===== config.mk =====
export PLATFORM = sky130hd
export DESIGN_NAME = sac_core
export DESIGN_NICKNAME = d
export VERILOG_FILES = /design/src/hw/sac_pkg.sv /design/src/hw/sac_crc8.sv /design/src/hw/sac_core.sv
export SDC_FILE = /design/constraint.sdc
export NUM_CORES = 1
export LEC_CHECK = 0
export BUFFER_PORTS_ARGS = -buffer_cell sky130_fd_sc_hd__buf_2
export CAP_MARGIN = 20
export CORE_MARGIN = 2
export CORE_UTILIZATION = 50
export CTS_BUF_LIST = sky130_fd_sc_hd__clkbuf_8
export DETAILED_ROUTE_END_ITERATION = 7
export GPL_TIMING_DRIVEN = 0
export PLACE_DENSITY = 0.76
export SYNTH_ARGS = -nofsm -noshare
export SYNTH_HDL_FRONTEND = slang
export SYNTH_HIERARCHICAL = 1
export SYNTH_SLANG_ARGS = --single-unit

===== constraint.sdc =====
create_clock -name clk_i -period 5.8 [get_ports clk_i]
set_clock_uncertainty 0.05 [all_clocks]
set_input_delay 1.74 -clock clk_i [delete_from_list [all_inputs] [get_ports clk_i]]
set_output_delay 1.74 -clock clk_i [all_outputs]
set_load 0.02 [all_outputs]

===== src/hw/sac_pkg.sv =====
package sac_pkg;

	localparam logic [6:0] ADDR_RESET_CTRL  = 7'h00;
	localparam logic [6:0] ADDR_STREAM_CTRL = 7'h03;
	localparam logic [6:0] ADDR_POWER_CTRL  = 7'h08;
	localparam logic [6:0] ADDR_RESTART     = 7'h0b;
	localparam logic [6:0] ADDR_DRDY_CTRL   = 7'h11;
	localparam logic [6:0] ADDR_CHECKSUM_CT = 7'h13;
	localparam logic [6:0] ADDR_SCAL_CTRL   = 7'h17;
	localparam logic [6:0] ADDR_READY_STAT  = 7'h18;
	localparam logic [6:0] ADDR_CH_STATUS   = 7'h19;
	localparam logic [6:0] ADDR_RESULT_HI   = 7'h1a;
	localparam logic [6:0] ADDR_RESULT_MID  = 7'h1b;
	localparam logic [6:0] ADDR_RESULT_LO   = 7'h1c;
	localparam logic [6:0] ADDR_CHECKSUM    = 7'h1d;
	localparam logic [6:0] ADDR_CAL_OFFSET  = 7'h30;
	localparam logic [6:0] ADDR_CAL_GAIN    = 7'h33;

	localparam int         BIT_CHECKSUM_EN  = 4;
	localparam int         BIT_READY_AFTER  = 2;
	localparam int         BIT_CHECKSUM_HLD = 7;
	localparam int         BIT_STREAM_KIND  = 7;
	localparam int         BIT_CLEAR_CAL    = 7;
	localparam int         BIT_RESTART      = 0;

	localparam logic [7:0] RST_DRDY_CTRL    = 8'h03;
	localparam logic [7:0] RST_CHECKSUM_CT  = 8'h02;
	localparam logic [7:0] RST_STREAM_CTRL  = 8'h00;
	localparam logic [7:0] RST_SCAL_CTRL    = 8'h00;
	localparam logic [23:0] RST_CAL_OFFSET  = 24'h00_0000;
	localparam logic [23:0] RST_CAL_GAIN    = 24'h40_0000;

	localparam logic [7:0] RESET_KEY        = 8'hc3;
	localparam logic [7:0] INST_PAGE_WRITE  = 8'h10;
	localparam logic [1:0] SIZE_STREAM      = 2'h3;
	localparam logic [7:0] CRC_POLY         = 8'h31;

	localparam logic [1:0] PWR_CODE_ACTIVE  = 2'h0;
	localparam logic [1:0] PWR_CODE_DOWN    = 2'h1;
	localparam logic [1:0] PWR_CODE_STANDBY = 2'h3;

	localparam int         CLK_PERIOD_NS    = 40;
	localparam int         PWR_LATENCY_NS   = 15000;
	localparam int         PWR_LATENCY_CYC  = (PWR_LATENCY_NS + CLK_PERIOD_NS - 1) / CLK_PERIOD_NS;

	localparam logic [23:0] RESULT_MAX      = 24'h7f_ffff;
	localparam logic [23:0] RESULT_MIN      = 24'h80_0000;

	typedef enum logic [3:0] {
		SAC_PH_INST  = 4'b0001,
		SAC_PH_PAGE  = 4'b0010,
		SAC_PH_WRITE = 4'b0100,
		SAC_PH_READ  = 4'b1000
	} sac_phase_type;

	typedef enum logic [2:0] {
		SAC_PW_ACTIVE  = 3'b001,
		SAC_PW_DOWN    = 3'b010,
		SAC_PW_STANDBY = 3'b100
	} sac_power_type;

endpackage


===== src/hw/sac_crc8.sv =====
module sac_crc8 import sac_pkg::*; (
	input  wire logic       clk_i,
	input  wire logic       rstn_i,
	input  wire logic       clear_i,
	input  wire logic       shift_i,
	input  wire logic       bit_i,
	output logic [7:0]      crc_o
);

	logic [7:0] crc;
	logic [7:0] next_crc;
	logic       feedback;

	// msb first, serial order
	always_comb begin
		feedback = crc[7] ^ bit_i;
		next_crc = crc;
		if (clear_i) begin
			next_crc = 8'h00;
		end else if (shift_i) begin
			next_crc = {crc[6:0], 1'b0} ^ (feedback ? CRC_POLY : 8'h00);
		end
	end

	always_ff @(posedge clk_i) begin
		if (!rstn_i) begin
			crc <= 8'h00;
		end else begin
			crc <= next_crc;
		end
	end

	assign crc_o = crc;

endmodule // sac_crc8


===== src/hw/sac_core.sv =====
module sac_core import sac_pkg::*; #(
	parameter int RAW_W = 26
) (
	input  wire logic             clk_i,
	input  wire logic             rstn_i,
	input  wire logic             sclk_i,
	input  wire logic             chip_select_n_i,
	input  wire logic             sdi_i,
	input  wire logic             conv_valid_i,
	input  wire logic [RAW_W-1:0] conv_raw_i,
	input  wire logic [7:0]       channel_status_i,
	output logic                  sdo_o,
	output logic                  sdo_oe_o,
	output logic                  drdy_n_o,
	output logic                  conv_run_o,
	output logic                  bias_on_o,
	output logic                  conv_restart_o
);

	////////////////////////////////////////////////////////////////////////////
	// state

	logic          sclk_s1, sclk_s2, sclk_s3, cs_s1, cs_s2, sdi_s1, sdi_s2;
	sac_phase_type phase, next_phase;
	sac_power_type pwr, next_pwr;
	logic [2:0]    bit_cnt, next_bit_cnt;
	logic [7:0]    rx, next_rx, tx, next_tx;
	logic [6:0]    addr, next_addr, base, next_base, raddr;
	logic [2:0]    page, next_page;
	logic [1:0]    size, next_size, left, next_left;
	logic [1:0]    pend_req, next_pend_req;
	logic [8:0]    pend_cnt, next_pend_cnt;
	logic [7:0]    drdy_ctrl, next_drdy_ctrl, crc_ctrl, next_crc_ctrl;
	logic [7:0]    strm_ctrl, next_strm_ctrl, scal_ctrl, next_scal_ctrl;
	logic [7:0]    ch_status, next_ch_status, rdata, in_byte;
	logic [23:0]   result, next_result, cal_off, next_cal_off;
	logic [23:0]   cal_gain, next_cal_gain;
	logic          key_armed, next_key_armed, data_fresh_n, next_data_fresh_n;
	logic          fresh_pend, next_fresh_pend;
	logic          next_sdo, next_sdo_oe, next_drdy_n, next_restart;
	logic          rise, fall, crc_clear, crc_shift, do_reset, periodic;
	logic [7:0]    crc_q;

	////////////////////////////////////////////////////////////////////////////
	// helpers

	function automatic logic [6:0] fn_step(input logic [6:0] a, input logic [6:0] b,
			input logic [2:0] range, input logic wrap);
		logic [6:0] last;
		last = b + {4'h0, range};
		if (wrap && (a == last)) begin
			fn_step = b;
		end else begin
			fn_step = a + 7'h01;
		end
	endfunction

	function automatic logic [23:0] fn_clamp(input logic [RAW_W-1:0] raw);
		logic over_pos, over_neg;
		over_pos = !raw[RAW_W-1] && (raw[RAW_W-2:23] != '0);
		over_neg = raw[RAW_W-1] && (raw[RAW_W-2:23] != '1);
		if (over_pos) begin
			fn_clamp = RESULT_MAX;
		end else if (over_neg) begin
			fn_clamp = RESULT_MIN;
		end else begin
			fn_clamp = raw[23:0];
		end
	endfunction

	function automatic logic [1:0] fn_pwr_code(input sac_power_type p);
		if (p == SAC_PW_DOWN) begin
			fn_pwr_code = PWR_CODE_DOWN;
		end else if (p == SAC_PW_STANDBY) begin
			fn_pwr_code = PWR_CODE_STANDBY;
		end else begin
			fn_pwr_code = PWR_CODE_ACTIVE;
		end
	endfunction

	////////////////////////////////////////////////////////////////////////////
	// pin synchronisers

	always_ff @(posedge clk_i) begin
		if (!rstn_i) begin
			sclk_s1 <= 1'b1;
			sclk_s2 <= 1'b1;
			sclk_s3 <= 1'b1;
			cs_s1   <= 1'b1;
			cs_s2   <= 1'b1;
			sdi_s1  <= 1'b0;
			sdi_s2  <= 1'b0;
		end else begin
			sclk_s1 <= sclk_i;
			sclk_s2 <= sclk_s1;
			sclk_s3 <= sclk_s2;
			cs_s1   <= chip_select_n_i;
			cs_s2   <= cs_s1;
			sdi_s1  <= sdi_i;
			sdi_s2  <= sdi_s1;
		end
	end

	assign rise    = sclk_s2 && !sclk_s3;
	assign fall    = !sclk_s2 && sclk_s3;
	assign in_byte = {rx[6:0], sdi_s2};

	////////////////////////////////////////////////////////////////////////////
	// read address and read mux

	always_comb begin
		if (phase == SAC_PH_INST) begin
			raddr = {page, in_byte[3:0]};
		end else begin
			raddr = fn_step(addr, base, strm_ctrl[2:0],
				strm_ctrl[BIT_STREAM_KIND] && (size == SIZE_STREAM));
		end
	end

	always_comb begin
		if (raddr == ADDR_STREAM_CTRL) begin
			rdata = strm_ctrl;
		end else if (raddr == ADDR_POWER_CTRL) begin
			rdata = {6'h00, fn_pwr_code(pwr)};
		end else if (raddr == ADDR_DRDY_CTRL) begin
			rdata = drdy_ctrl;
		end else if (raddr == ADDR_CHECKSUM_CT) begin
			rdata = crc_ctrl;
		end else if (raddr == ADDR_SCAL_CTRL) begin
			rdata = scal_ctrl;
		end else if (raddr == ADDR_READY_STAT) begin
			rdata = {7'h00, data_fresh_n};
		end else if (raddr == ADDR_CH_STATUS) begin
			rdata = ch_status;
		end else if (raddr == ADDR_RESULT_HI) begin
			rdata = result[23:16];
		end else if (raddr == ADDR_RESULT_MID) begin
			rdata = result[15:8];
		end else if (raddr == ADDR_RESULT_LO) begin
			rdata = result[7:0];
		end else if (raddr == ADDR_CHECKSUM) begin
			rdata = ~crc_q;
		end else if (raddr >= ADDR_CAL_OFFSET && raddr < ADDR_CAL_GAIN) begin
			rdata = cal_off[8'(raddr - ADDR_CAL_OFFSET) * 8 +: 8];
		end else if (raddr >= ADDR_CAL_GAIN && raddr < ADDR_CAL_GAIN + 7'h03) begin
			rdata = cal_gain[8'(raddr - ADDR_CAL_GAIN) * 8 +: 8];
		end else begin
			rdata = 8'h00;
		end
	end

	////////////////////////////////////////////////////////////////////////////
	// serial protocol, registers, data-ready, power

	always_comb begin
		next_phase = phase;       next_bit_cnt = bit_cnt;   next_rx = rx;
		next_tx = tx;             next_addr = addr;         next_base = base;
		next_page = page;         next_size = size;         next_left = left;
		next_drdy_ctrl = drdy_ctrl;   next_crc_ctrl = crc_ctrl;
		next_strm_ctrl = strm_ctrl;   next_scal_ctrl = scal_ctrl;
		next_ch_status = ch_status;   next_result = result;
		next_cal_off = cal_off;       next_cal_gain = cal_gain;
		next_key_armed = key_armed;   next_data_fresh_n = data_fresh_n;
		next_fresh_pend = 1'b0;       next_drdy_n = drdy_n_o;
		next_sdo = sdo_o;             next_sdo_oe = sdo_oe_o;
		next_pwr = pwr;               next_pend_req = pend_req;
		next_pend_cnt = pend_cnt;     next_restart = 1'b0;
		crc_shift = 1'b0;             do_reset = 1'b0;
		periodic = conv_valid_i && (pwr == SAC_PW_ACTIVE);

		// power request settles after the fixed latency
		if (pend_cnt != 9'd0) begin
			next_pend_cnt = pend_cnt - 9'd1;
			if (pend_cnt == 9'd1) begin
				if (pend_req == PWR_CODE_DOWN) begin
					next_pwr = SAC_PW_DOWN;
				end else if (pend_req == PWR_CODE_STANDBY) begin
					next_pwr = SAC_PW_STANDBY;
				end else begin
					next_pwr = SAC_PW_ACTIVE;
				end
			end
		end

		if (cs_s2) begin
			next_phase = SAC_PH_INST;
			next_bit_cnt = 3'd0;
			next_sdo_oe = 1'b0;
		end else if (rise) begin
			next_rx = in_byte;
			next_bit_cnt = bit_cnt + 3'd1;
			if (bit_cnt == 3'd7) begin
				case (phase)
					SAC_PH_INST: begin
						if (in_byte == INST_PAGE_WRITE) begin
							next_phase = SAC_PH_PAGE;
						end else begin
							next_addr = {page, in_byte[3:0]};
							next_base = {page, in_byte[3:0]};
							next_size = in_byte[6:5];
							next_left = in_byte[6:5];
							next_tx = rdata;
							next_phase = in_byte[7] ? SAC_PH_READ : SAC_PH_WRITE;
						end
					end
					SAC_PH_PAGE: begin
						next_page = in_byte[2:0];
						next_phase = SAC_PH_INST;
					end
					SAC_PH_WRITE: begin
						if (addr == ADDR_RESET_CTRL && in_byte == RESET_KEY) begin
							if (scal_ctrl[1:0] != 2'h0 && !key_armed) begin
								next_key_armed = 1'b1;
							end else begin
								do_reset = 1'b1;
							end
						end else if (addr == ADDR_STREAM_CTRL) begin
							next_strm_ctrl = in_byte;
						end else if (addr == ADDR_POWER_CTRL) begin
							// refused while a request is settling
							if (pend_cnt == 9'd0 && in_byte[1:0] != 2'h2 &&
									!(pwr == SAC_PW_DOWN && in_byte[1:0] == PWR_CODE_STANDBY)) begin
								next_pend_req = in_byte[1:0];
								next_pend_cnt = 9'(PWR_LATENCY_CYC);
							end
						end else if (addr == ADDR_RESTART) begin
							next_restart = in_byte[BIT_RESTART];
						end else if (addr == ADDR_DRDY_CTRL) begin
							next_drdy_ctrl = in_byte;
						end else if (addr == ADDR_CHECKSUM_CT) begin
							next_crc_ctrl = in_byte;
						end else if (addr == ADDR_SCAL_CTRL) begin
							next_scal_ctrl = in_byte;
						end else if (addr >= ADDR_CAL_OFFSET && addr < ADDR_CAL_GAIN) begin
							next_cal_off[8'(addr - ADDR_CAL_OFFSET) * 8 +: 8] = in_byte;
						end else if (addr >= ADDR_CAL_GAIN && addr < ADDR_CAL_GAIN + 7'h03) begin
							next_cal_gain[8'(addr - ADDR_CAL_GAIN) * 8 +: 8] = in_byte;
						end
					end
					default: begin
						if (addr == ADDR_RESULT_HI) begin
							next_data_fresh_n = 1'b1;
						end
						if ((addr == ADDR_RESULT_LO && !crc_ctrl[BIT_READY_AFTER]) ||
								(addr == ADDR_CHECKSUM && crc_ctrl[BIT_READY_AFTER])) begin
							next_drdy_n = 1'b1;
						end
						next_tx = rdata;
					end
				endcase
				if (phase == SAC_PH_WRITE || phase == SAC_PH_READ) begin
					next_addr = raddr;
					if (size != SIZE_STREAM) begin
						if (left == 2'd0) begin
							next_phase = SAC_PH_PAGE;
						end else begin
							next_left = left - 2'd1;
						end
					end
				end
			end
		end else if (fall) begin
			next_sdo_oe = (phase == SAC_PH_READ);
			if (phase == SAC_PH_READ) begin
				next_sdo = tx[7];
				next_tx = {tx[6:0], 1'b0};
				crc_shift = crc_ctrl[BIT_CHECKSUM_EN] && (addr != ADDR_CHECKSUM);
			end
		end

		// a new result: periodic deassertion, then data-ready low
		if (periodic) begin
			next_drdy_n = 1'b1;
			next_result = fn_clamp(conv_raw_i);
			next_ch_status = channel_status_i;
			next_data_fresh_n = 1'b0;
			next_fresh_pend = 1'b1;
		end else if (fresh_pend) begin
			next_drdy_n = 1'b0;
		end

		if (do_reset) begin
			next_key_armed = 1'b0;
			next_drdy_ctrl = RST_DRDY_CTRL;
			next_crc_ctrl = RST_CHECKSUM_CT;
			next_strm_ctrl = RST_STREAM_CTRL;
			next_scal_ctrl = RST_SCAL_CTRL;
			next_result = 24'h00_0000;
			next_ch_status = 8'h00;
			next_drdy_n = 1'b1;
			next_restart = 1'b1;
			next_pend_cnt = 9'd0;
			if (scal_ctrl[BIT_CLEAR_CAL]) begin
				next_cal_off = RST_CAL_OFFSET;
				next_cal_gain = RST_CAL_GAIN;
			end
			if (pwr == SAC_PW_DOWN) begin
				next_pwr = SAC_PW_ACTIVE;
			end
		end

		crc_clear = cs_s2 || (periodic && !drdy_n_o && !drdy_ctrl[BIT_CHECKSUM_HLD]) ||
			(next_drdy_n && !drdy_n_o && !periodic);
	end

	always_ff @(posedge clk_i) begin
		if (!rstn_i) begin
			phase <= SAC_PH_INST;   bit_cnt <= 3'd0;    rx <= 8'h00;
			tx <= 8'h00;            addr <= 7'h00;      base <= 7'h00;
			page <= 3'd0;           size <= 2'd0;       left <= 2'd0;
			drdy_ctrl <= RST_DRDY_CTRL;     crc_ctrl <= RST_CHECKSUM_CT;
			strm_ctrl <= RST_STREAM_CTRL;   scal_ctrl <= RST_SCAL_CTRL;
			ch_status <= 8'h00;             result <= 24'h00_0000;
			cal_off <= RST_CAL_OFFSET;      cal_gain <= RST_CAL_GAIN;
			key_armed <= 1'b0;              data_fresh_n <= 1'b1;
			fresh_pend <= 1'b0;             drdy_n_o <= 1'b1;
			sdo_o <= 1'b0;                  sdo_oe_o <= 1'b0;
			pwr <= SAC_PW_ACTIVE;           pend_req <= PWR_CODE_ACTIVE;
			pend_cnt <= 9'd0;               conv_restart_o <= 1'b0;
			conv_run_o <= 1'b0;             bias_on_o <= 1'b0;
		end else begin
			phase <= next_phase;    bit_cnt <= next_bit_cnt;    rx <= next_rx;
			tx <= next_tx;          addr <= next_addr;          base <= next_base;
			page <= next_page;      size <= next_size;          left <= next_left;
			drdy_ctrl <= next_drdy_ctrl;    crc_ctrl <= next_crc_ctrl;
			strm_ctrl <= next_strm_ctrl;    scal_ctrl <= next_scal_ctrl;
			ch_status <= next_ch_status;    result <= next_result;
			cal_off <= next_cal_off;        cal_gain <= next_cal_gain;
			key_armed <= next_key_armed;    data_fresh_n <= next_data_fresh_n;
			fresh_pend <= next_fresh_pend;  drdy_n_o <= next_drdy_n;
			sdo_o <= next_sdo;              sdo_oe_o <= next_sdo_oe;
			pwr <= next_pwr;                pend_req <= next_pend_req;
			pend_cnt <= next_pend_cnt;      conv_restart_o <= next_restart;
			conv_run_o <= (next_pwr == SAC_PW_ACTIVE);
			bias_on_o <= (next_pwr != SAC_PW_DOWN);
		end
	end

	////////////////////////////////////////////////////////////////////////////
	// checksum engine

	sac_crc8 u_crc (
		.clk_i   (clk_i),
		.rstn_i  (rstn_i),
		.clear_i (crc_clear),
		.shift_i (crc_shift),
		.bit_i   (tx[7]),
		.crc_o   (crc_q)
	);

endmodule // sac_core


==> flow_summary.yaml, run 1 <==
pwr:
  p_leak_nw: 4.19
  peakVddDrop_mv: 0.138
  finalPower_mw: 2.35
  p_per_area_nw_per_um2: 204
run:
  drv_cap: 0
floorplan:
  ioPinCount: 46
  core_area_um2: 20900
  dieArea_um2: 22300
  initial_utilization: 0.505
  die_h_um: 149
  die_w_um: 149
  rows: 53
run_status:
  status: "finished, final reports clean"
yosys:
  synth_cells: 1303
  synth_flop_cell: "dfxtp_1"
  syn-cell-area_um2: 10500
  yosys_warnings: 6
  synth_seq_cells: 193
  synth.distinct_cells: 89
  avgSynthCellArea_um2: 8.10
  seq_area_frac_synth: 0.366
  synth_nets: 1369
  synthArstFlopShare: 0
  synth_edf_count: 0
sta:
  setup_tns_ps: 0
  final_max_slew_viol_count: 0
  finalCritPeriodShare: 0.936
  tightest_slew_ps: 1090
  rsz0062_at_grt: "no"
  maxSlewHeadroom: 0.270
  period_minus_slack_ps: 5430
  finalHoldViolCount: 0
  setup_viol: 0
  max_freq_ghz: 0.184
setup_path:
  worstSetupPathType: "flip-flop to flip-flop"
  cp-end-kind: "flip-flop"
  crit_chain: "ha_1 -> inv_1 -> fa_1 -> xnor2_1 -> xnor2_1 -> nor4_1 -> o21ai_2 -> o21ai_0 -> a22o_1 -> buf_6 -> buf_4 -> buf_2 -> ha_1 -> inv_1 -> a221oi_1 -> and4_1 -> clkbuf_1 -> a31oi_1 -> o211ai_1 -> a21oi_1 -> o31ai_1"
  cp_max_fo: 11
  slowest_delay_ps: 430
  required_ps: 6140
  crit_family: "compound AO/OA/AOI/OAI gates"
  crit_arrival_ps: 5770
  path_buf_inv: 6
  slowest_stage: "dfxtp_1"
  start_kind: "flip-flop"
detailed_routing:
  avgRoutedWirePerCell_um: 19.8
  drc: 0
  vias: 10100
  drt-initial-drc-count: 899
  drt_wl_total_mm: 32.8
  drt.antenna.violating_nets: 0
  drtPass1Iterations: 5
  viasPerCell: 6.08
grt:
  grt_pass1_vias: 9434
  grt_pass1_wl_mm: 51.3
  grt_max_degree: 19
  grt_overflow: 0
  grt_usage: 0.298
  antenna_found_initial: 1
clock_network:
  numCtsBuffers: 17
  clock_sinks: 193
  cts_tree: "done"
  htreeDepth: 4
  clock_latency_ps: 480
  clockRootBuffer: "clkbuf_8"
  cts_buffer_depth: 2
  clkTransAtPathRegs_ps: 110
final_layout:
  syn2layout_area_growth_pct: 9.32
  nFillCells: 1962
  drive_gt1_frac: 0.103
  final_nets: 1435
hold_path:
  hold_path.class: "flip-flop to flip-flop"
placement:
  hpwlAfterDp_mm: 24.5
  gp_congestion: 0.992
  numPortBuffers: 45
==> synthesized netlist by cell type, types with 4 or more instances <==
| cell | instances | area share |
|---|---|---|
| ha_1 | 25 | 0.030 |
| nand3b_1 | 9 | 0.0064 |
| a21oi_1 | 118 | 0.056 |
| mux2i_1 | 80 | 0.076 |
| o31a_1 | 4 | 0.0033 |
| a31o_2 | 5 | 0.0042 |
| xnor2_1 | 23 | 0.019 |
| o221ai_1 | 6 | 0.0050 |
| a21o_1 | 7 | 0.0050 |
| or4_1 | 5 | 0.0036 |
| a2111oi_0 | 6 | 0.0050 |
| clkbuf_1 | 66 | 0.023 |
| nor3_1 | 30 | 0.014 |
| o211ai_1 | 19 | 0.014 |
| xor2_1 | 8 | 0.0066 |
| nor2b_1 | 7 | 0.0042 |
| buf_2 | 13 | 0.0062 |
| a22oi_1 | 10 | 0.0071 |
| nand4_1 | 15 | 0.0089 |
| and4_1 | 4 | 0.0033 |
| o22ai_1 | 4 | 0.0024 |
| nor3b_1 | 5 | 0.0036 |
| dfxtp_1 | 193 | 0.37 |
| o31ai_1 | 9 | 0.0064 |
| nand2_1 | 150 | 0.053 |
| and2_1 | 9 | 0.0053 |
| a211oi_2 | 4 | 0.0047 |
| and3_1 | 15 | 0.0089 |
| a31oi_1 | 11 | 0.0065 |
| mux2_2 | 12 | 0.013 |
| nand2b_1 | 19 | 0.011 |
| a41oi_1 | 4 | 0.0033 |
| buf_1 | 5 | 0.0018 |
| nor2_1 | 136 | 0.048 |
| inv_1 | 32 | 0.011 |
| nor4_1 | 4 | 0.0024 |
| o21a_1 | 19 | 0.014 |
| o21ai_0 | 64 | 0.030 |
| nand3_1 | 64 | 0.030 |
| or3_1 | 16 | 0.0095 |
==> logic make-up (layout without fill, tap and decap cells) <==
kind of cell | count (synthesis) | in the layout | synth area share
and+or+nand+nor | 508 | 508 | 0.233
AOI/OAI and AO/OA | 333 | 333 | 0.209
DFF | 193 | 193 | 0.366
buffers and inverters | 120 | 198 | 0.0460
muxes | 92 | 92 | 0.0887
xor gates and xnor gates | 31 | 31 | 0.0257
adders and majority gates | 26 | 26 | 0.0316
other | 0 | 1 | 0
==> sequential cells by signal, indices dropped and copies added, names as in the netlist, 3 cells and up <==
register     cells
cal_gain        24
cal_off         24
result          24
pend_cnt         9
ch_status        8
crc_ctrl         8
drdy_ctrl        8
scal_ctrl        8
strm_ctrl        8
tx               8
u_crc/crc_o      8
addr             7
base             7
rx               7
phase            4
bit_cnt          3
page             3
pwr              3
==> cell usage in the layout, fill, tap and decap left out, drive strengths merged, types with 25 or more instances in the layout <==
cell type	count
nor2	137
a21oi	119
o21ai	68
nand2	150
clkbuf	84
buf	68
inv	38
nor3	31
ha	25
nand3	65
dfxtp	193
mux2i	80
==> worst paths after layout <==
| kind | start | to | slack, ps | cells past startpoint |
|---|---|---|---|---|
| worst min-delay path | cs_s1 | cs_s2 | 360 | 1 |
| worst max register to register | base[0] | tx[5] | 370 | 21 |
| worst min register to register | cs_s1 | cs_s2 | 360 | 1 |
| worst max-delay path | base[0] | tx[5] | 370 | 21 |
==> layer usage <==
layer | global-route usage | share of wire | vias up
met5 | 0 | 0 | -
met4 | 0.154 | 0.046 | 0
met3 | 0.0639 | 0.087 | 94
met2 | 0.470 | 0.45 | 490
met1 | 0.384 | 0.41 | 4695
li1 | - | - | 4790
==> timing repair <==
action | 4_1_cts | 5_1_grt
setup endpoints to repair | 0 | 1
hold buffers | 0 | 0
resized for setup | 0 | 4
buffers inserted | 0 | 2
==> where the power goes <==
part / switching [mW] / internal, mW / total (mW)
logic: 0.0721 / 0.0345 / 0.107
clock network: 0.530 / 0.366 / 0.897
registers: 0.00948 / 1.34 / 1.35
==> per-stage QoR <==
step	setup slack (ps)	instances	util	area (µm²)	hold slack, ps
finish	371	1657	0.552	11500	362
global route	32.1	1656	0.552	11500	394
CTS	337	1654	0.551	11500	371
detailed placement	381	1623	0.532	11100	347
global placement	445	1623	0.532	11100	344
floorplan	1530	1303	-	10500	336
==> layout make-up <==
| type | count | area [µm²] | share of cell area |
|---|---|---|---|
| Antenna cell | 1 | 2.50 | 0.000217 |
| Buffer | 87 | 364 | 0.0316 |
| Clock buffer | 18 | 248 | 0.0215 |
| Clock inverter | 13 | 146 | 0.0127 |
| Inverter | 33 | 124 | 0.0107 |
| Multi-Input combinational cell | 990 | 6200 | 0.538 |
| Sequential cell | 193 | 3860 | 0.335 |
| Tap cell | 275 | 344 | 0.0298 |
| Timing Repair Buffer | 47 | 240 | 0.0208 |
No activity file was read; power rests on OpenSTA's default activity.
==> run 2, diff against run 1 <==
BUFFER_PORTS_ARGS = not set   (was -buffer_cell sky130_fd_sc_hd__buf_2)
DONT_BUFFER_PORTS = 1   (was not set)
PLACE_DENSITY = 0.74   (was 0.76)
==> run 2 against run 1 <==
Worst setup slack improved by 110 ps. Power is 0.16% higher. Critical path depth fell by 2. First-iteration DRC count decreased by 2.8%. Global-route usage down 0.50 points. Design area decreased by 1.8%. Combinational power fell by 16%. Clock power is 2% higher. Sequential share of layout area is 0.62 points higher.
==> flow_summary.yaml, run 2 (synthesis gave the netlist of run 1 again) <==
sta:
  final_max_slew_viol_count: 0
  finalHoldViolCount: 0
  tightest_slew_ps: 1120
  finalCritPeriodShare: 0.918
  maxSlewHeadroom: 0.254
  period_minus_slack_ps: 5320
  setup_tns_ps: 0
  max_freq_ghz: 0.188
  layout_setup_ws_ps: 478
  rsz0062_at_grt: "no"
  setup_viol: 0
setup_path:
  worstRegToRegCells: 19
  path_buf_inv: 4
  r2r_slack_ps: 480
  worstSetupPathType: "flip-flop to flip-flop"
  crit_arrival_ps: 5660
  cp-end-kind: "flip-flop"
  r2r_start: "base[0]"
  crit_family: "compound AO/OA/AOI/OAI gates"
  crit_chain: "ha_1 -> inv_1 -> fa_1 -> nor2b_1 -> o21ai_0 -> mux2_2 -> o21ai_2 -> o31a_1 -> a22o_1 -> buf_6 -> buf_4 -> buf_2 -> ha_1 -> o21ai_1 -> o22a_1 -> o211ai_1 -> nor4_1 -> o221a_1 -> o31a_1"
  cp_max_fo: 11
  reg2reg_to: "tx[0]"
  start_kind: "flip-flop"
  slowest_delay_ps: 480
  required_ps: 6130
  slowest_stage: "ha_1"
pwr:
  peakVddDrop_mv: 0.156
  p_leak_nw: 4.01
  p_per_area_nw_per_um2: 208
run:
  drv_cap: 0
final_layout:
  seq_area_um2: 3860
  final_common_cell: "dfxtp_1"
  final_cell_mix: "dfxtp_1 (193), nand2_1 (150), nor2_1 (136), a21oi_1 (118), mux2i_1 (80)"
  syn2layout_area_growth_pct: 7.33
  instances_no_fill: 1612
  final_nets: 1390
  top_regs: "cal_gain (24), cal_off (24), result (24)"
  postLayoutCellArea_um2: 11300
  multi_input_area_um2: 6210
  drive_gt1_frac: 0.0733
  nFillCells: 2021
  n_antenna_cell: 0
  final_core_util: 0.542
detailed_routing:
  viasPerCell: 6.09
  vias: 9817
  drt.antenna.violating_nets: 0
  drtPass1Iterations: 6
  avgRoutedWirePerCell_um: 20.2
  drt_wl_total_mm: 32.6
  drt-initial-drc-count: 874
  drc: 0
placement:
  place_ws_ps: 398
  gp_congestion: 1.00
  placed_area_um2: 10900
  placed_cells: 1578
  hpwlAfterDp_mm: 24.1
  numPortBuffers: 0
grt:
  grt_usage: 0.293
  grt_max_degree: 20
  antenna_found_initial: 1
  grt_pass1_vias: 9254
  grt_pass1_wl_mm: 50.3
  grt_overflow: 0
floorplan:
  die_h_um: 149
  initial_utilization: 0.505
  dieArea_um2: 22300
  ioPinCount: 46
  die_w_um: 149
  rows: 53
  core_area_um2: 20900
clock_network:
  htreeDepth: 4
  clkTransAtPathRegs_ps: 120
  clock_sinks: 193
  numCtsBuffers: 17
  holdBufCountCts: 0
  clockRootBuffer: "clkbuf_8"
  cts_tree: "done"
  clock_latency_ps: 490
  cts_buffer_depth: 2
hold_path:
  hold_path.class: "flip-flop to flip-flop"
  hold_path_end: "sclk_s2"
  hold_depth: 1
  min_from: "sclk_s1"
run_status:
  status: "finished, final reports clean"
-- run 2: worst max path at each step --
stage | from | endpoint | slack (ps) | depth (start not counted)
after floorplan | base[0] | tx[1] | 1530 | 19
after global placement | base[0] | tx[7] | 460 | 19
after detailed placement | base[0] | tx[7] | 400 | 19
after CTS | base[0] | tx[7] | 370 | 19
after global routing | base[0] | tx[7] | 110 | 20
final | base[0] | tx[0] | 480 | 19
-- run 2: layout make-up --
class / instances / area share
buffer: 87 / 0.0320
sequential: 193 / 0.341
clock inverter: 15 / 0.0153
timing repair buffer: 2 / 0.00133
inverter: 33 / 0.0109
clock buffer: 17 / 0.0207
multi-input combinational: 990 / 0.548
tap: 275 / 0.0304
-- run 2: where the power goes --
part	total (mW)	leakage (nW)	switching (mW)	internal (mW)
sequential	1.35	1.56	0.0107	1.34
clock	0.916	0.196	0.554	0.362
combinational	0.0898	2.26	0.0648	0.0250
-- run 2: what timing repair did --
action / CTS / global route
gates resized for setup: 0 / 3
setup buffers: 0 / 2
setup endpoints to repair: 0 / 1
-- run 2: metrics by stage --
stage / power, mW / hold WS, ps
global placement: 1.47 / 340
global route: 2.43 / 382
floorplan: 1.44 / 336
detailed placement: 1.47 / 346
finish: 2.36 / 368
CTS: 2.37 / 373
-- run 2: per-layer routing --
| layer | GRT usage | wire, µm |
|---|---|---|
| met5 | 0 | 8 |
| met4 | 0.155 | 1590 |
| met3 | 0.0523 | 2500 |
| met2 | 0.469 | 14700 |
| met1 | 0.376 | 13800 |
